`src/hdl/bit_read_pkg.sv`:
```
// Constants and carrier types for the bit-read protocol responder
package bit_read_pkg;
   // -------------------------------------------------------------------
   // Frame layout
   // -------------------------------------------------------------------
   localparam logic [3:0] REQ_LAST_IDX = 4'hB;
   localparam logic [3:0] IDX_UNIT = 4'h6;
   localparam logic [3:0] IDX_FUNC = 4'h7;
   localparam logic [3:0] IDX_START_HI = 4'h8;
   localparam logic [3:0] IDX_START_LO = 4'h9;
   localparam logic [3:0] IDX_QTY_HI = 4'hA;
   localparam logic [5:0] RSP_HDR_BYTES = 6'h09;
   localparam logic [15:0] PROTO_ID = 16'h0000;
   localparam logic [15:0] REQ_LENGTH = 16'h0006;
   localparam logic [7:0] RSP_LEN_BASE = 8'h03;
   // -------------------------------------------------------------------
   // Addressing and limits
   // -------------------------------------------------------------------
   localparam logic [7:0] UNIT_MIN = 8'h01;
   localparam logic [7:0] UNIT_MAX = 8'hF7;
   localparam logic [7:0] FUNC_COILS = 8'h01;
   localparam logic [7:0] FUNC_INPUTS = 8'h02;
   localparam logic [7:0] FUNC_EXC_FLAG = 8'h80;
   localparam logic [7:0] EXC_BAD_FUNC = 8'h01;
   localparam logic [7:0] EXC_BAD_ADDR = 8'h02;
   localparam logic [7:0] EXC_BAD_QTY = 8'h03;
   localparam int NODE_COUNT = 50;
   localparam int COILS_PER_NODE = 2;
   localparam int INPUTS_PER_NODE = 4;
   localparam int COIL_BITS = NODE_COUNT * COILS_PER_NODE;
   localparam int INPUT_BITS = NODE_COUNT * INPUTS_PER_NODE;
   localparam logic [16:0] COIL_MAX_QTY = 17'h00064;
   localparam logic [16:0] INPUT_MAX_QTY = 17'h000C8;
   localparam int BITS_PER_BYTE = 8;
   localparam int MAX_DATA_BYTES = 25;
   // -------------------------------------------------------------------
   // Types
   // -------------------------------------------------------------------
   typedef enum logic [1:0] {
      RECEIVE,
      DISCARD,
      SEND
   } mode_t;

   typedef struct packed {
      logic valid;
      logic first;
      logic [7:0] data;
   } rx_byte_t;

   typedef struct packed {
      mode_t mode;
      logic [3:0] rxIdx;
      logic [15:0] transId;
      logic hdrOk;
      logic [7:0] unit;
      logic [7:0] func;
      logic [15:0] start;
      logic [7:0] qtyHi;
      logic [15:0] qty;
      logic [7:0] excCode;
      logic [5:0] txIdx;
      logic [5:0] txLen;
      logic [7:0] txByte;
      logic txValid;
      logic txLast;
      logic rxReady;
   } state_t;

   localparam state_t STATE_RESET = '{
      mode: RECEIVE, rxIdx: 4'h0, transId: 16'h0000, hdrOk: 1'b1,
      unit: 8'h00, func: 8'h00, start: 16'h0000, qtyHi: 8'h00,
      qty: 16'h0000, excCode: 8'h00, txIdx: 6'h00, txLen: 6'h00,
      txByte: 8'h00, txValid: 1'b0, txLast: 1'b0, rxReady: 1'b0
   };
endpackage : bit_read_pkg

```
`src/hdl/bit_read_server.sv`:
```
// Responder for coil and discrete-input reads over a framed byte stream
//
// Behaviour
// - Protocol identifier bytes are zero both ways.
// - Length field counts following bytes; request six.
// - Unit address 1..247 and equals configured address.
// - Function two returns discrete input states.
// - Coil read above 100 bits is invalid.
// - Node coil base address is (id-1)*2.
// - Input read above 200 bits is invalid.
// - Node input base address is (id-1)*4.
// - Eight bits per byte, lower address first.
// - Byte-count field precedes the returned data.
// - Response echoes unit address and function code.
`timescale 1ns/1ns
module bit_read_server
   import bit_read_pkg::*;
(
   input wire logic clk_sys,
   input wire logic reset_n,
   input wire logic [7:0] unitAddr,
   input wire logic [COIL_BITS-1:0] coilState,
   input wire logic [INPUT_BITS-1:0] inputState,
   input wire rx_byte_t rxIn,
   output logic rxReady,
   output logic [7:0] txByte,
   output logic txValid,
   output logic txLast,
   input wire logic txReady
);
   state_t st_r;
   state_t st_nxt;
   logic rxTake;
   logic txFree;
   logic [15:0] qtyFull;
   logic [16:0] endAddr;
   logic [16:0] maxQty;
   logic [7:0] dataByte;
   logic [7:0] rspLen;
   logic [INPUT_BITS-1:0] bitTable;
   logic [5:0] dataIdx;

   assign rxTake = rxIn.valid && st_r.rxReady;
   assign txFree = !st_r.txValid || txReady;
   assign qtyFull = {st_r.qtyHi, rxIn.data};
   assign endAddr = {1'b0, st_r.start} + {1'b0, qtyFull};
   assign maxQty = (st_r.func == FUNC_COILS) ? COIL_MAX_QTY
                                             : INPUT_MAX_QTY;
   assign rspLen = RSP_LEN_BASE + ((st_r.excCode != 8'h00) ? 8'h00
                   : {2'b00, st_r.txLen - RSP_HDR_BYTES});
   assign dataIdx = st_r.txIdx - RSP_HDR_BYTES;

   // -------------------------------------------------------------------
   // Bit table
   // -------------------------------------------------------------------
   // Node n owns bits (n-1)*2 .. +1 of coilState and (n-1)*4 .. +3 of
   // inputState, so a table index equals the protocol bit address.
   always_comb begin
      bitTable = '0;
      if (st_r.func == FUNC_COILS) begin
         bitTable[COIL_BITS-1:0] = coilState;
      end else begin
         bitTable = inputState;
      end
   end

   // -------------------------------------------------------------------
   // Data byte packing
   // -------------------------------------------------------------------
   // Bit 0 of each byte holds the lowest address; bits past the quantity
   // are sent as zero.
   generate
      for (genvar b = 0; b < BITS_PER_BYTE; b++) begin : g_pack
         logic [16:0] relPos;
         logic [16:0] absPos;
         assign relPos = {8'h00, dataIdx, 3'(b)};
         assign absPos = {1'b0, st_r.start} + relPos;
         assign dataByte[b] = (relPos < {1'b0, st_r.qty})
                              && (absPos < 17'(INPUT_BITS))
                              && bitTable[absPos[7:0]];
      end
   endgenerate

   // -------------------------------------------------------------------
   // Response byte at index
   // -------------------------------------------------------------------
   function automatic logic [7:0] rspByte(input logic [5:0] idx);
      logic [7:0] val;
      val = dataByte;
      unique case (idx)
         6'h00: val = st_r.transId[15:8];
         6'h01: val = st_r.transId[7:0];
         6'h02: val = PROTO_ID[15:8];
         6'h03: val = PROTO_ID[7:0];
         6'h04: val = 8'h00;
         6'h05: val = rspLen;
         6'h06: val = st_r.unit;
         6'h07: begin
            val = (st_r.excCode != 8'h00) ? (st_r.func | FUNC_EXC_FLAG)
                                          : st_r.func;
         end
         6'h08: begin
            val = (st_r.excCode != 8'h00) ? st_r.excCode
                  : {2'b00, st_r.txLen - RSP_HDR_BYTES};
         end
         default: val = dataByte;
      endcase
      return val;
   endfunction : rspByte

   // -------------------------------------------------------------------
   // Next state
   // -------------------------------------------------------------------
   always_comb begin
      st_nxt = st_r;
      unique case (st_r.mode)
         RECEIVE, DISCARD: begin
            st_nxt.rxReady = 1'b1;
            if (rxTake) begin
               if (rxIn.first) begin
                  st_nxt.rxIdx = 4'h1;
                  st_nxt.hdrOk = 1'b1;
                  st_nxt.mode = RECEIVE;
                  st_nxt.transId[15:8] = rxIn.data;
               end else if (st_r.mode == RECEIVE) begin
                  st_nxt.rxIdx = st_r.rxIdx + 4'h1;
                  unique case (st_r.rxIdx)
                     4'h0: st_nxt.transId[15:8] = rxIn.data;
                     4'h1: st_nxt.transId[7:0] = rxIn.data;
                     4'h2, 4'h3: begin
                        if (rxIn.data != 8'h00) begin
                           st_nxt.hdrOk = 1'b0;
                        end
                     end
                     4'h4: begin
                        if (rxIn.data != REQ_LENGTH[15:8]) begin
                           st_nxt.hdrOk = 1'b0;
                        end
                     end
                     4'h5: begin
                        if (rxIn.data != REQ_LENGTH[7:0]) begin
                           st_nxt.hdrOk = 1'b0;
                        end
                     end
                     IDX_UNIT: begin
                        st_nxt.unit = rxIn.data;
                        if (rxIn.data < UNIT_MIN || rxIn.data > UNIT_MAX
                            || rxIn.data != unitAddr) begin
                           st_nxt.hdrOk = 1'b0;
                        end
                     end
                     IDX_FUNC: st_nxt.func = rxIn.data;
                     IDX_START_HI: st_nxt.start[15:8] = rxIn.data;
                     IDX_START_LO: st_nxt.start[7:0] = rxIn.data;
                     IDX_QTY_HI: st_nxt.qtyHi = rxIn.data;
                     REQ_LAST_IDX: begin
                        st_nxt.qty = qtyFull;
                        st_nxt.rxIdx = 4'h0;
                        st_nxt.excCode = 8'h00;
                        st_nxt.txLen = RSP_HDR_BYTES;
                        if (st_r.func != FUNC_COILS
                            && st_r.func != FUNC_INPUTS) begin
                           st_nxt.excCode = EXC_BAD_FUNC;
                        end else if (qtyFull == 16'h0000
                                     || {1'b0, qtyFull} > maxQty) begin
                           st_nxt.excCode = EXC_BAD_QTY;
                        end else if (endAddr > maxQty) begin
                           st_nxt.excCode = EXC_BAD_ADDR;
                        end else begin
                           st_nxt.txLen = RSP_HDR_BYTES
                              + 6'((qtyFull + 16'h0007) >> 3);
                        end
                        if (st_r.hdrOk) begin
                           st_nxt.mode = SEND;
                           st_nxt.rxReady = 1'b0;
                           st_nxt.txIdx = 6'h00;
                        end
                     end
                     default: st_nxt.mode = DISCARD;
                  endcase
               end
            end
         end
         SEND: begin
            // Input stalls while answering; one request in flight
            st_nxt.rxReady = 1'b0;
            if (txFree) begin
               if (st_r.txIdx == st_r.txLen) begin
                  st_nxt.txValid = 1'b0;
                  st_nxt.txLast = 1'b0;
                  st_nxt.mode = RECEIVE;
                  st_nxt.rxReady = 1'b1;
               end else begin
                  st_nxt.txByte = rspByte(st_r.txIdx);
                  st_nxt.txValid = 1'b1;
                  st_nxt.txLast = (st_r.txIdx + 6'h01) == st_r.txLen;
                  st_nxt.txIdx = st_r.txIdx + 6'h01;
               end
            end
         end
         default: st_nxt = STATE_RESET;
      endcase
   end

   // -------------------------------------------------------------------
   // State register
   // -------------------------------------------------------------------
   always_ff @(posedge clk_sys or negedge reset_n) begin
      if (!reset_n) begin
         st_r <= STATE_RESET;
      end else begin
         st_r <= st_nxt;
      end
   end

   assign rxReady = st_r.rxReady;
   assign txByte = st_r.txByte;
   assign txValid = st_r.txValid;
   assign txLast = st_r.txLast;
endmodule : bit_read_server

```
`config.mk`:
```
export PLATFORM = sky130hd
export DESIGN_NAME = bit_read_server
export DESIGN_NICKNAME = d
export VERILOG_FILES = /design/src/hdl/bit_read_pkg.sv /design/src/hdl/bit_read_server.sv
export SDC_FILE = /design/constraint.sdc
export NUM_CORES = 1
export LEC_CHECK = 0
export ABC_AREA = 1
export BUFFER_PORTS_ARGS = -buffer_cell sky130_fd_sc_hd__buf_2
export CAP_MARGIN = 20
export CELL_PAD_IN_SITES_DETAIL_PLACEMENT = 0
export CELL_PAD_IN_SITES_GLOBAL_PLACEMENT = 1
export CORE_MARGIN = 10
export CORE_UTILIZATION = 40
export CTS_CLUSTER_DIAMETER = 80
export DETAILED_ROUTE_END_ITERATION = 8
export PLACE_DENSITY_LB_ADDON = 0.2
export RECOVER_POWER = 100
export SYNTH_ARGS = -nofsm -noshare
export SYNTH_HDL_FRONTEND = slang
export SYNTH_SLANG_ARGS = --single-unit
```
`constraint.sdc`:
```
create_clock -name clk_sys -period 4.47 [get_ports clk_sys]
set_input_delay 1.1175 -clock clk_sys [delete_from_list [all_inputs] [get_ports clk_sys]]
set_output_delay 1.1175 -clock clk_sys [all_outputs]
set_load 0.02 [all_outputs]
```
== Word-level counts from Yosys, hierarchy flattened ==
Cells that the tools add are included.
Storage, ports and cells
  flip-flop bits (word level): 110
  input port bits: 321
  output and inout bits: 11
  word-level logic and storage cells: 231
Operators by class
  add/subtract/negate cells: 16
  order comparisons: 28
  equality and inequality tests: 50
  multiplexer cells: 70
  bitwise logic cells: 2
  reduce and logical (&&, ||, !) cells: 47
Operators with widths (count)
  $mux W100: 2
  $mux W99: 2
  $pmux W85 S2: 1
  $add A16 B9 Y17: 8
  $lt A17 B8 Y1 const B: 8
  $lt A9 B16 Y1: 8
  $mux W8: 12
  $mux W76: 1
  $lt A8 B9 Y1 const B: 8
  $bmux W1 S8: 8
  $pmux W8 S7: 1
  $mux W6: 7
  $mux W36: 1
  $reduce_and A5 Y1: 7
  $eq A6 B3 Y1 const B: 4
  $pmux W6 S2: 2
  $pmux W10 S2: 1
  $logic_and A1 B1 Y1: 18
  $mux W1: 18
  $add A16 B16 Y17: 1
  $gt A17 B8 Y1: 1
  $eq A4 B3 Y1 const B: 4
  $eq A4 B4 Y1 const B: 4
  $gt A16 B8 Y1: 1
  50 further kinds: 85

== Depth between registers and ports, before layout ==
Gate-level depths: netlist (run 1).
  depth after elaboration: 11
  gate-level depth with buffers: 24
  gate-level depth less buffers: 22

== Worst setup path before layout (run 1) ==
OpenSTA, ideal clock, no wires.
  path kind: in2reg
  from: input port rxIn[2] (netlist bit)
  to: register st_r[11] (netlist bit)
  setup time: 0.117 ns
  data arrival time: 3.274 ns
  slack: 1.080 ns
  stages on the path: 16
  cell sequence: ha_1 > a21oi_1 > nand2_1 > a21oi_1 > o21ai_0 > xor2_1 > ha_1 > nand2_1 > o21ai_0 > and2_1 > o21ai_0 > nand4_1 > nor3_2 > nand3_1 > nand2_1 > nand2_1
Between the ends
  cells in the longest elaborated chain, start to end: 10
  elaborated cells between the ends (all ways): 15
Ends and longest elaborated chain
  start, declared: RTL line bit_read_server.sv:24  | input wire rx_byte_t rxIn,
  $add A16 B16 Y17 or $add A9 B3 Y9 (tied branches): RTL line bit_read_server.sv:46, bit_read_server.sv:171
  $gt A17 B8 Y1 or $add A4 B6 Y6 (tied branches): RTL line bit_read_server.sv:167, bit_read_server.sv:171
  $mux W6: RTL line bit_read_server.sv:167  | end else if (endAddr > maxQty) begin
  $mux W6 (*): RTL line bit_read_server.sv:164  | end else if (qtyFull == 16'h0000
  $mux W6 (*): RTL line bit_read_server.sv:161  | if (st_r.func != FUNC_COILS
  $mux W36 (*): RTL line bit_read_server.sv:127  | unique case (st_r.rxIdx)
  $mux W99 (*): RTL line bit_read_server.sv:125  | end else if (st_r.mode == RECEIVE) begin
  $mux W76 (*): RTL line bit_read_server.sv:120  | if (rxIn.first) begin
  $mux W99 (*): RTL line bit_read_server.sv:119  | if (rxTake) begin
  $pmux W6 S2 (*): RTL line bit_read_server.sv:116  | unique case (st_r.mode)
  end signal, assigned: RTL line bit_read_server.sv:212  | st_r <= st_nxt;
  end, declared: RTL line bit_read_server.sv:31  | state_t st_r;
Mark *: on every way between the ends. The rest lies on a longest branch, timed or not. The select of a mux whose other input is x is not followed.
A chain may end at the register's enable or synchronous reset.

== Worst setup path in the final report (run 1) ==
  from: register st_r[17] (netlist bit)
  to: register st_r (netlist bit txByte[3])
Between the ends
  cells in the longest elaborated chain, start to end: 9
  elaborated cells between the ends (all ways): 25
Ends and longest elaborated chain
  $sub A6 B4 Y6: RTL line bit_read_server.sv:51  | assign dataIdx = st_r.txIdx - RSP_HDR_BYTES;
  $add A16 B9 Y17: RTL line bit_read_server.sv:77  | assign absPos = {1'b0, st_r.start} + relPos;
  $bmux W1 S8 or $lt A17 B8 Y1 (tied branches): RTL line bit_read_server.sv:80, bit_read_server.sv:79
  $mux W1 (not written as such) or $logic_and A1 B1 Y1 (tied branches): RTL line bit_read_server.sv:80, bit_read_server.sv:79
  $logic_and A1 B1 Y1: RTL line bit_read_server.sv:80  | && bitTable[absPos[7:0]];
  $pmux W8 S7: RTL line bit_read_server.sv:90  | unique case (idx)
  $mux W8: RTL line bit_read_server.sv:188  | if (st_r.txIdx == st_r.txLen) begin
  $mux W11: RTL line bit_read_server.sv:187  | if (txFree) begin
  $pmux W10 S2: RTL line bit_read_server.sv:116
Parallel ways exist; a longest one is shown, timed or not. The select of a mux whose other input is x is not followed.

==> flow_summary.json, run 1 <==
{
  "ys_top_cells_by_area": "nand3_1 38%, dfrtp_1 13%, nand2_1 9.4%",
  "fin_nets": 4140,
  "violations": "capacitance limit, slew limit",
  "maxCapViolations": 1,
  "crit_type": "flop to flop",
  "holdCritPathClass": "flop to flop",
  "regArea_sq_mm": 0.00261,
  "yosys_most_used_dff": "dfrtp_1",
  "fin_crit_ns": 4.22,
  "io_buffers": 331,
  "start_kind": "flop",
  "die_x_microns": 244,
  "dieArea_sq_mm": 0.0594,
  "final_area_sq_mm": 0.0226,
  "critPathMaxStageDelay_ns": 0.47,
  "vias_per_cell": 6.34,
  "cts_resized": 0,
  "synth_top_area_share_pct": 38.1,
  "dr.pass1.iters": 6,
  "cts_buffer_depth": 2,
  "htreeDepth": 3,
  "post-route-util_pct": 45.9,
  "pin_count": 332,
  "ys_seq_elements": 104,
  "rrSetupSlack_ns": 0.25,
  "coreArea_sq_mm": 0.0493,
  "finalSetupViolCount": 0,
  "cts_buffers": 9,
  "synthMuxAreaShare_pct": 0.793,
  "synth-warning-count": 0,
  "drc": 0,
  "postRouteAntennaNets": 0,
  "synth_xor_area_share_pct": 4.19,
  "period_share_pct": 94.4,
  "grt_pass1_wl_mm": 179,
  "drive_above_1_share_pct": 13.0,
  "synth_edf_count": 0,
  "async_flop_share_pct": 100,
  "cts_root_buf": "clkbuf_16",
  "place_congestion": 1.10,
  "skew_ns": 0.00926,
  "start_util_pct": 40.7,
  "areaGrowthSynthToFinish_pct": 12.9,
  "cp-end-kind": "flop",
  "first_iter_violations": 4332,
  "syn_nets": 3940,
  "grt_use_total_pct": 39.9,
  "fin_setup_tns_ns": 0,
  "maxSlewHeadroom_pct": -11.5,
  "finalHoldViolations": 0,
  "vias": 28100,
  "grt_overflow": 0,
  "syn_inst": 3557,
  "insertion_delay_ns": 0.37,
  "multi_input_area_sq_mm": 0.0151,
  "yosys.area.top_type": "nand3_1",
  "crit_path_max_fanout": 8,
  "antenna_found_initial": 9,
  "postCtsSetupRepairBufs": 0,
  "synthSimpleGateAreaFrac_pct": 56.4,
  "worst_pin_slew_ns": 1.67,
  "crit_buf_inv": 4,
  "fill_cells": 5613,
  "ys_types": 57,
  "grt_start_max_net_pins": 165,
  "worstPathCellList": "inv_1 > ha_1 > xor2_1 > ha_1 > buf_4 > nand2_1 > nand2_1 > clkinv_1 > o21ai_2 > a21oi_1 > xor2_1 > inv_1 > nand3_1 > nand3_1 > nor3_1 > nand2_1 > a21oi_1 > nand2_1 > nand2_1 > nand2_1 > nand2_1",
  "synth-compound-area-share_pct": 9.58,
  "cp_top_family": "simple AND/OR/NAND/NOR gates",
  "cp_slowest_cell": "dfrtp_2",
  "synth_top_family_by_area": "simple AND/OR/NAND/NOR gates",
  "clkSlewWorstSetupHoldPaths_ns": 0.08,
  "cp.arrival_ns": 4.52,
  "drt_wl_total_mm": 125,
  "fmax_ghz": 0.237,
  "synthAdderAreaFrac_pct": 3.99,
  "avgRoutedWirePerCell_microns": 28.2,
  "cts_tree": "done",
  "synth.avg_cell_area_sq_um": 5.63,
  "drv_slew": 64,
  "grt_setup_unrepaired": "false",
  "ys_seq_area_share_pct": 13.0,
  "syn_area_sq_mm": 0.0200,
  "status": "finished, violations left",
  "grt_pass1_vias": 25700,
  "placed_area_sq_mm": 0.0223,
  "die_y_microns": 244,
  "worstPathRequired_ns": 4.77,
  "numClockSinks": 104,
  "cts_hold_buf": 0,
  "dp_hpwl_mm": 101,
  "cpMostUsedCell": "nand2_1",
  "fp-row-count": 81
}
-- layout make-up --
cell class              count  area share (%)
repair buffers            425            10.8
multi-input cells        2855            66.6
flip-flops and latches    104            11.6
inverters                 362            6.05
clock buffers               9           0.996
diodes                      2          0.0221
clock inverters             7           0.282
well taps                 664            3.68
-- tightest hold or removal path, cell delays in order (launching register included) --
cell and delay [ns]:
dfstp_2 0.38, nand2_1 0.06, nand2_1 0.04
-- cells in the mapped netlist, types with 13 or more instances --
master / instances
nor2_1: 141
nand3_1: 1525
nand3b_1: 90
buf_4: 20
inv_1: 337
buf_1: 54
o21ai_0: 124
nand4_1: 28
xnor2_1: 13
nor3_1: 32
buf_2: 59
a21oi_1: 111
inv_2: 18
xor2_1: 79
o211ai_1: 13
dfrtp_1: 103
o22ai_1: 24
nand2_1: 501
clkbuf_1: 101
ha_1: 59
-- placed cells by master (no fill, tap or decap), drive strengths merged, types with 9 or more instances in the layout --
cell type	synthesis	routed
xnor2	13	13
ha	59	59
nand3b	90	90
a21oi	116	116
nor3	35	35
o211ai	13	13
o22ai	24	24
nand2	504	504
or2	10	10
dfrtp	103	103
clkinv	6	9
nand3	1525	1525
o21ai	139	139
buf	135	403
clkbuf	101	31
xor2	81	81
nand4	28	28
nor2	146	146
inv	356	358
-- final timing paths --
kind,startpoint,endpoint,cells past startpoint
worst min register to register,st_r[87],st_r[87],2
worst max register to register,st_r[17],txByte[3],21
min in group asynchronous,reset_n,st_r[105],1
worst min-delay path,st_r[87],st_r[87],2
max in group asynchronous,reset_n,st_r[17],2
worst max-delay path,st_r[17],txByte[3],21
-- stage by stage --
stage                     hold WS (ns)  instances  setup WS (ns)
after floorplan                  0.450       3557           1.08
after global placement           0.467       4408          0.304
after detailed placement         0.467       4408          0.295
after CTS                        0.480       4424          0.256
after global routing             0.504       4426         0.0346
final                            0.480       4428          0.249
-- state kept, by name (all words and copies together), names as in the netlist --
signal and cells:
st_r 85, txByte 8, rxReady 1, txLast 1
txValid 1, qtyFull 8
-- logic make-up after synthesis --
logic type                 after synthesis
adders and majority gates               62
AOI/OAI and AO/OA                      334
buffers and inverters                  598
muxes                                   15
xor gates and xnor gates                94
and+or+nand+nor                       2350
DFF                                    104
-- layer usage --
layer	routed length [microns]	GRT usage, %	vias to the layer above
met3	14700	10.6	349
li1	-	-	12700
met1	52000	53.2	13100
met2	50600	58.4	1888
met4	7360	19.1	4
met5	27	0	-
Power of run 1 is not shown: default switching activity piles up to over one toggle a cycle in this logic, so the estimate is an artifact.
==> inputs of run 2 (changes only) <==
--- a/config.mk
+++ b/config.mk
@@ -11,11 +11,10 @@
 export CELL_PAD_IN_SITES_DETAIL_PLACEMENT = 0
 export CELL_PAD_IN_SITES_GLOBAL_PLACEMENT = 1
 export CORE_MARGIN = 10
-export CORE_UTILIZATION = 40
+export CORE_UTILIZATION = 30
 export CTS_CLUSTER_DIAMETER = 80
 export DETAILED_ROUTE_END_ITERATION = 8
 export PLACE_DENSITY_LB_ADDON = 0.2
-export RECOVER_POWER = 100
 export SYNTH_ARGS = -nofsm -noshare
 export SYNTH_HDL_FRONTEND = slang
 export SYNTH_SLANG_ARGS = --single-unit
==> flow_summary.json, run 2 (same netlist as run 1, synthesis figures left out) <==
{
  "cp_slowest_cell": "a21oi_1",
  "dieArea_sq_mm": 0.0775,
  "postRouteAntennaNets": 0,
  "skew_ns": 0.0150,
  "multi_input_area_sq_mm": 0.0151,
  "crit_buf_inv": 2,
  "numClockSinks": 104,
  "grt_pass1_vias": 26300,
  "worstPathRequired_ns": 4.79,
  "insertion_delay_ns": 0.38,
  "io_buffers": 331,
  "cp_top_family": "compound AO/OA/AOI/OAI gates",
  "r2r_cells": 18,
  "start_util_pct": 30.4,
  "htreeDepth": 3,
  "cts_buffers": 9,
  "finalSetupViolCount": 0,
  "regArea_sq_mm": 0.00261,
  "rrSetupSlack_ns": 0.26,
  "pin_count": 332,
  "drc": 0,
  "critPathMaxStageDelay_ns": 0.46,
  "vias": 27900,
  "layout_common_cells": "1,525 x nand3_1, 501 x nand2_1, 335 x inv_1",
  "cts_resized": 0,
  "holdCritPathClass": "flop to flop",
  "start_kind": "flop",
  "cp-endpoint": "txByte[2]",
  "worst_pin_slew_ns": 1.14,
  "finalHoldViolations": 0,
  "fp-row-count": 94,
  "mostFrequentLayoutCell": "nand3_1",
  "dr.pass1.iters": 9,
  "crit_type": "flop to flop",
  "crit_path_max_fanout": 8,
  "clkSlewWorstSetupHoldPaths_ns": 0.09,
  "fill_cells": 7534,
  "place_congestion": 1.03,
  "grt_use_total_pct": 30.7,
  "grt_pass1_wl_mm": 181,
  "grt_start_max_net_pins": 184,
  "cp_num_cells": 18,
  "maxCapViolations": 0,
  "post-route-util_pct": 34.8,
  "cp.arrival_ns": 4.53,
  "avgRoutedWirePerCell_microns": 26.9,
  "vias_per_cell": 6.03,
  "cts_root_buf": "clkbuf_16",
  "drive_above_1_share_pct": 13.6,
  "placed_area_sq_mm": 0.0226,
  "worstPathCellList": "inv_1 > nand3_1 > a21oi_1 > xor2_1 > ha_1 > a21oi_1 > o21ai_1 > a21oi_1 > inv_1 > a221oi_1 > nand2_1 > nor3_1 > nand2_1 > a21oi_1 > nand2_1 > nand2_1 > nand2_1 > nand2_1",
  "grt_overflow": 0,
  "cpMostUsedCell": "nand2_1",
  "timing.rr.start": "st_r[17]",
  "drt_wl_total_mm": 125,
  "die_x_microns": 278,
  "die_y_microns": 278,
  "coreArea_sq_mm": 0.0660,
  "cts_hold_buf": 0,
  "first_iter_violations": 3757,
  "areaGrowthSynthToFinish_pct": 14.5,
  "drv_slew": 0,
  "dp_hpwl_mm": 98.2,
  "final_area_sq_mm": 0.0229,
  "setup.worst_path.start": "st_r[17]",
  "postCtsSetupRepairBufs": 0,
  "maxSlewHeadroom_pct": 23.6,
  "fin_setup_tns_ns": 0,
  "largest_reg_flops": 85,
  "antenna_found_initial": 9,
  "grt_setup_unrepaired": "false",
  "r2r-end": "txByte[2]",
  "period_share_pct": 94.2,
  "cts_buffer_depth": 2,
  "fin_crit_ns": 4.21,
  "regMostFlops": "st_r",
  "status": "finished clean",
  "cts_tree": "done",
  "cp-end-kind": "flop",
  "fin_nets": 4139,
  "fmax_ghz": 0.238
}
run 2: layer usage:
layer | global-route usage (%) | up-vias | part of all wire, %
li1 | - | 12700 | -
met1 | 39.5 | 13200 | 41
met2 | 48.1 | 1627 | 43
met3 | 5.99 | 334 | 9.3
met4 | 15.9 | 10 | 5.9
met5 | 0 | - | 0.051
run 2: tightest hold or removal path, stage by stage (launching register included):
cell and delay [ns]:
dfstp_2 0.38, nand2_1 0.06, nand2_1 0.05
run 2: worst min path at each step:
stage / cells after the start / from / end / slack (ns)
detailed placement: 2 / st_r[87] / st_r[87] / 0.47
finish: 2 / st_r[87] / st_r[87] / 0.49
floorplan: 2 / txByte[0] / txByte[0] / 0.45
global route: 2 / st_r[87] / st_r[87] / 0.49
CTS: 2 / st_r[87] / st_r[87] / 0.48
global placement: 2 / st_r[87] / st_r[87] / 0.46
run 2: cell type report:
cell class	count	area share [%]
timing repair buffer	424	10.9
antenna	3	0.0327
clock inverter	7	0.366
inverter	362	5.96
sequential	104	11.4
tap	864	4.71
multi-input combinational	2855	65.7
clock buffer	9	0.982
run 2: per-stage QoR:
stage / hold WS, ns / setup WS, ns / std cells
after global routing: 0.486 / 0.0890 / 4625
final: 0.489 / 0.261 / 4628
after global placement: 0.462 / 0.415 / 4607
after detailed placement: 0.465 / 0.450 / 4608
after floorplan: 0.450 / 1.08 / 3557
after CTS: 0.478 / 0.415 / 4624
Power of run 2 is left out for the same reason.
